**config.mk**
```make
export PLATFORM = sky130hd
export DESIGN_NAME = led_fault_mask_status
export DESIGN_NICKNAME = d
export VERILOG_FILES = /design/src/design/led_mask_gate.v /design/src/design/led_fault_mask_status.v
export VERILOG_INCLUDE_DIRS = /design/src /design/src/shared
export SDC_FILE = /design/constraint.sdc
export NUM_CORES = 1
export LEC_CHECK = 0
export BUFFER_PORTS_ARGS = -buffer_cell sky130_fd_sc_hd__clkbuf_2
export CELL_PAD_IN_SITES_DETAIL_PLACEMENT = 0
export CELL_PAD_IN_SITES_GLOBAL_PLACEMENT = 2
export CORE_UTILIZATION = 30
export CTS_CLUSTER_SIZE = 12
export DETAILED_ROUTE_END_ITERATION = 12
export PLACE_DENSITY_LB_ADDON = 0.1
export SYNTH_ARGS = -nofsm -noshare
export SYNTH_HDL_FRONTEND = slang
export SYNTH_SLANG_ARGS = --single-unit
```
**constraint.sdc**
```tcl
create_clock -name core_clk -period 1.4 [get_ports core_clk]
set_input_delay 0.14 -clock core_clk [delete_from_list [all_inputs] [get_ports core_clk]]
set_output_delay 0.14 -clock core_clk [all_outputs]
set_load 0.05 [all_outputs]
```
**src/shared/led_fault_consts.vh**
```
`ifndef LED_FAULT_CONSTS_VH
`define LED_FAULT_CONSTS_VH

// register offsets (register index on the internal register port)
`define REG_GEN_MASK_ADDR     8'h0c
`define REG_LED_MASK_ADDR     8'h0d
`define REG_DECODE_STAT_ADDR  8'h0e
`define REG_GEN_STAT_ADDR     8'h10

// widths
`define REG_WIDTH             13
`define LED_COUNT             12

// reset values
`define LED_MASK_RESET        12'h000
`define GEN_MASK_RESET        1'h0

// field positions
`define THERMAL_MASK_BIT      0
`define DECODE_DONE_BIT       4
`define ADDR_HIGH_BIT         3
`define GRADE_HIGH_BIT        2
`define ADDR_LOW_BIT          1
`define GRADE_LOW_BIT         0
`define STAT_THERMAL_BIT      0
`define STAT_SHORT_BIT        3
`define STAT_OPEN_BIT         4

`endif

```
**src/design/led_mask_gate.v**
```verilog
`timescale 1ns/1ps
`include "led_fault_consts.vh"

// gates per-led open and short faults with the per-led mask
module led_mask_gate (
   // fault inputs
   input  wire [`LED_COUNT-1:0] led_open_fault,
   input  wire [`LED_COUNT-1:0] led_shorted_fault,
   // mask
   input  wire [`LED_COUNT-1:0] per_led_fault_mask,
   // result
   output wire                  open_unmasked,
   output wire                  short_unmasked
);

   // a set mask bit removes that led from both fault sums
   assign open_unmasked  = |(led_open_fault & ~per_led_fault_mask);
   assign short_unmasked = |(led_shorted_fault & ~per_led_fault_mask);

endmodule

```
**src/design/led_fault_mask_status.v**
```verilog
// Operation
// - thermal warning drives fault pin unless the thermal mask bit is set.
// - twelve per-led mask bits block that led's open and short faults.
// - decode-done flag at bit 4 reads 1 once the measurement completes.
// - grade resistor high flag at bit 2 set on over range or open.
// - address resistor low flag at bit 1 set on under range or short.
// - grade resistor low flag at bit 0 set on under range or short.
// - fault pin asserted while the unmasked thermal warning or any unmasked led's open or short fault is high.
`timescale 1ns/1ps
`include "led_fault_consts.vh"

module led_fault_mask_status (
   // clock and reset
   input  wire                   core_clk,
   input  wire                   arst_n,
   // register port from the serial interface
   input  wire [7:0]             reg_addr,
   input  wire                   reg_wr,
   input  wire [`REG_WIDTH-1:0]  reg_wdata,
   output reg  [`REG_WIDTH-1:0]  reg_rdata,
   // fault sources
   input  wire                   thermal_warning_flag,
   input  wire [`LED_COUNT-1:0]  led_open_fault,
   input  wire [`LED_COUNT-1:0]  led_shorted_fault,
   // resistor measurement results
   input  wire                   resistor_decode_done,
   input  wire                   address_resistor_high,
   input  wire                   grade_resistor_high,
   input  wire                   address_resistor_low,
   input  wire                   grade_resistor_low,
   // pin and mask visibility
   output reg                    fault_pin_n,
   output wire                   thermal_warning_pin_mask,
   output wire [`LED_COUNT-1:0]  per_led_fault_mask
);

   reg                  th_mask_q;
   reg [`LED_COUNT-1:0] led_mask_q;
   reg [4:0]            decode_stat_q;
   reg                  th_q;
   reg [`LED_COUNT-1:0] open_q;
   reg [`LED_COUNT-1:0] short_q;
   wire                 open_unmasked;
   wire                 short_unmasked;
   wire                 fault_d;

   assign thermal_warning_pin_mask = th_mask_q;
   assign per_led_fault_mask       = led_mask_q;

   // mask registers written over the register port
   always @(posedge core_clk or negedge arst_n) begin
      if (!arst_n) begin
         th_mask_q  <= `GEN_MASK_RESET;
         led_mask_q <= `LED_MASK_RESET;
      end else if (reg_wr) begin
         if (reg_addr == `REG_GEN_MASK_ADDR)
            th_mask_q <= reg_wdata[`THERMAL_MASK_BIT];
         if (reg_addr == `REG_LED_MASK_ADDR)
            led_mask_q <= reg_wdata[`LED_COUNT-1:0];
      end
   end

   // status capture is independent of the masks so software sees raw faults
   always @(posedge core_clk or negedge arst_n) begin
      if (!arst_n) begin
         decode_stat_q <= 5'h00;
         th_q          <= 1'b0;
         open_q        <= {`LED_COUNT{1'b0}};
         short_q       <= {`LED_COUNT{1'b0}};
      end else begin
         decode_stat_q[`DECODE_DONE_BIT] <= resistor_decode_done;
         decode_stat_q[`ADDR_HIGH_BIT]   <= address_resistor_high;
         decode_stat_q[`GRADE_HIGH_BIT]  <= grade_resistor_high;
         decode_stat_q[`ADDR_LOW_BIT]    <= address_resistor_low;
         decode_stat_q[`GRADE_LOW_BIT]   <= grade_resistor_low;
         th_q    <= thermal_warning_flag;
         open_q  <= led_open_fault;
         short_q <= led_shorted_fault;
      end
   end

   // per-led gating kept apart so the mask width tracks the led count
   led_mask_gate u_gate (
      .led_open_fault     (open_q),
      .led_shorted_fault  (short_q),
      .per_led_fault_mask (led_mask_q),
      .open_unmasked      (open_unmasked),
      .short_unmasked     (short_unmasked)
   );

   // any unmasked source pulls the pin low
   assign fault_d = (th_q & ~th_mask_q)
                  | open_unmasked | short_unmasked;

   // registered pin avoids glitches from combinational mask changes
   always @(posedge core_clk or negedge arst_n) begin
      if (!arst_n)
         fault_pin_n <= 1'b1;
      else
         fault_pin_n <= ~fault_d;
   end

   // read mux; unmapped offsets read as zero
   always @(posedge core_clk or negedge arst_n) begin
      if (!arst_n) begin
         reg_rdata <= {`REG_WIDTH{1'b0}};
      end else begin
         case (reg_addr)
            `REG_GEN_MASK_ADDR:
               reg_rdata <= {12'h000, th_mask_q};
            `REG_LED_MASK_ADDR:
               reg_rdata <= {1'b0, led_mask_q};
            `REG_DECODE_STAT_ADDR:
               reg_rdata <= {8'h00, decode_stat_q};
            `REG_GEN_STAT_ADDR:
               reg_rdata <= {8'h00, |open_q, |short_q, 2'b00, th_q};
            default:
               reg_rdata <= {`REG_WIDTH{1'b0}};
         endcase
      end
   end

endmodule

```
==> flow_summary.toml <==
[power_and_ir_drop]
p_sw_share_pct = 23.69
p_seq_share_pct = 55.1
p_sw_w = 0.0007419
peakVddDrop_uv = 491.2
power.clock.fraction_pct = 33.9
power_w = 0.003131
p_int_w = 0.002389
power.leakage_nw = 1.476
powerDensity_nw_per_um2 = 1061
p_comb_share_pct = 10.9

[grt]
antenna_found_initial = 0
grt_pass1_vias = 1556
gr-total-overflow = 0
grt_pass1_wl_um = 7859
grt_usage_pct = 14.93
grt_max_degree = 57

[cts]
path_clk_slew_ns = 0.10
cts_root_buf = "clkbuf_8"
clk_latency_ns = 0.31
cts_max_path_buffers = 2
tritoncts = "done"
cts_buffers = 5
cts_resized = 0
post_cts_buffers = 0
clkSinkCount = 56
htree_levels = 2

[logic_synthesis]
async_reset_ff_share_pct = 100.0
netlist.area_leader.share_pct = 69.80
synth.distinct_cells = 28
ys.flop_type = "dfrtp_1"
yosysWarnings = 0
yosys.area.top_type = "dfrtp_1"
synth-seq-cells = 56
synth_cells = 130
syn-num-nets = 184
avgSynthCellArea_um2 = 15.17
synth_edf_count = 0
syn-cell-area_um2 = 1972
synth_commonest_cells = "dfrtp_1 (55), mux2_2 (13), and2_1 (8)"
seq_area_frac_synth_pct = 71.13
yosysMostFrequentCell = "dfrtp_1"
synthTopCellsByArea = "dfrtp_1 (70%), mux2_2 (7.4%), o21bai_1 (2.7%)"

[drt]
num_vias = 1495
ant_nets = 0
dr.pass1.iters = 4
viasPerCell = 4.517
wl_per_cell_um = 14.20
drc = 0
drt_wl_total_um = 4699
dr.first_iter.drc_count = 29

[finish]
final_layout_size_suffix_gt1_share_pct = 45.28
area_growth_pct = 49.68
diodes = 0
post-route-util_pct = 46.48
nets = 307
fillerInstances = 578

[die]
die_y_um = 83.08
core-area_um2 = 6350
io_pins = 81
die_w_um = 83.08
die_area_um2 = 6901
initial_utilization_pct = 31.05
num_rows = 29

[sta]
drv_slew = 0
grt_setup_unrepaired = "false"
min_period_over_period_pct = 92.10
hold_viol = 0
fmax_ghz = 0.7755
setup_viol = 0
min_period_ns = 1.289
clock_skew_ns = 0.003712

[placement]
gp_congestion = 0.7420
place_hpwl_um = 3502
io_buffers = 78

[min_path]
hold_class = "in2reg"
worstHoldEndpoint = "per_led_fault_mask[5]"
min_path_cells = 2
min_from = "reg_wdata[5]"

[setup_path]
crit_arrival_ns = 1.54
ff2ff_path_depth = 3
cp-end-kind = "flop"
cp.required_ns = 1.65
reg2reg_to = "reg_rdata[0]"
crit_fanout = 2
critical_path_class = "reg2reg"
start_kind = "flop"
reg2reg_from = "th_q"
r2r_slack_ns = 0.11

[run]
drv_cap = 0

[run_status]
status = "finished, final reports clean"
## state kept, by name, indices dropped and copies added, names as in the netlist
| register | flops |
|---|---|
| fault_pin_n | 1 |
| decode_stat_q | 5 |
| short_q | 12 |
| open_q | 12 |
| th_q | 1 |
| per_led_fault_mask | 12 |
| reg_rdata | 12 |
| thermal_warning_pin_mask | 1 |
## cell type report
class                           instances  area, um2  share of cell area, %
Clock buffer                            6      72.57                  2.459
Multi-Input combinational cell         68      541.8                  18.36
Sequential cell                        56       1403                  47.52
Clock inverter                          2      38.79                  1.314
Inverter                                3      11.26                 0.3815
Timing Repair Buffer                  119      788.3                  26.71
Tap cell                               77      96.34                  3.264
## power by group through the flow
stage               sequential (W)  clock [W]  combinational (W)
finish                     0.00173    0.00106           0.000343
global route               0.00174    0.00115           0.000376
CTS                        0.00173    0.00110           0.000347
detailed placement         0.00176          0           0.000279
global placement           0.00176          0           0.000274
floorplan                  0.00181          0          0.0000565
## cell usage in the layout (no fill, tap or decap), types with 2 or more instances in the layout
cell type and instances:
buf_4 9, dlygate4sd3_1 31, clkbuf_8 5, o2111ai_1 2, mux2_2 13, clkbuf_2 78, a22o_1 2, nor2_1 6
o21bai_1 7, nor4b_1 2, nor4_1 7, or4_4 2, nand3_1 3, dfrtp_1 55, and3_2 2, o221ai_1 3
and2_1 8, inv_1 3, nand4b_1 2
## timing repair
action	4_1_cts	5_1_grt
endpoints found under the setup margin	0	0
endpoints found under the hold margin	85	0
hold buffers	31	0
## per-layer routing
metal / part of all wire, % / vias up / global-route usage [%]
met4: 1.4 / 0 / 5.643
met5: 0 / - / 0
li1: - / 717 / -
met2: 47 / 52 / 23.99
met1: 46 / 719 / 19.30
met3: 5.9 / 7 / 4.076
## cell families (layout without fill, tap and decap cells)
| family | after synthesis | after routing | share of synthesized area, % |
|---|---|---|---|
| multiplexers | 13 | 13 | 7.424 |
| AND/OR/NAND/NOR | 37 | 37 | 12.88 |
| buffers and inverters | 6 | 130 | 1.396 |
| AO/OA/AOI/OAI | 17 | 17 | 6.981 |
| flip-flops | 56 | 56 | 71.13 |
| other | 1 | 1 | 0.1902 |
## worst max-delay path, cell delays in order, from the launching register on
cell,delay (ns)
dfrtp_1,0.41
or4bb_1,0.42
a211oi_1,0.27
a221o_1,0.15
## per-stage QoR
| stage | TNS (ns) | hold WS (ns) | setup slack (ns) | cells | instance area (um2) |
|---|---|---|---|---|---|
| 6_report | 0 | 0.05321 | 0.1106 | 331 | 2952 |
| 5_1_grt | 0 | 0.04559 | 0.03830 | 331 | 2952 |
| 4_1_cts | 0 | 0.04423 | 0.1031 | 331 | 2952 |
| 3_5_place_dp | -0.3272 | 0.1645 | -0.1410 | 292 | 2530 |
| 3_3_place_gp | -0.4038 | 0.1602 | -0.1099 | 292 | 2530 |
| 2_1_floorplan | 0 | -0.1556 | 0.01424 | 130 | 1972 |
## worst max-delay path by stage
stage	from	end	slack, ns	depth (start not counted)
2_1_floorplan	reg_addr[5]	reg_rdata[3]	0.01	3
3_3_place_gp	reg_addr[5]	reg_rdata[3]	-0.11	4
4_1_cts	th_q	reg_rdata[0]	0.10	3
6_report	th_q	reg_rdata[0]	0.11	3
5_1_grt	th_q	reg_rdata[0]	0.04	3
3_5_place_dp	reg_addr[5]	reg_rdata[4]	-0.14	4
(Power assumes the default switching activity.)
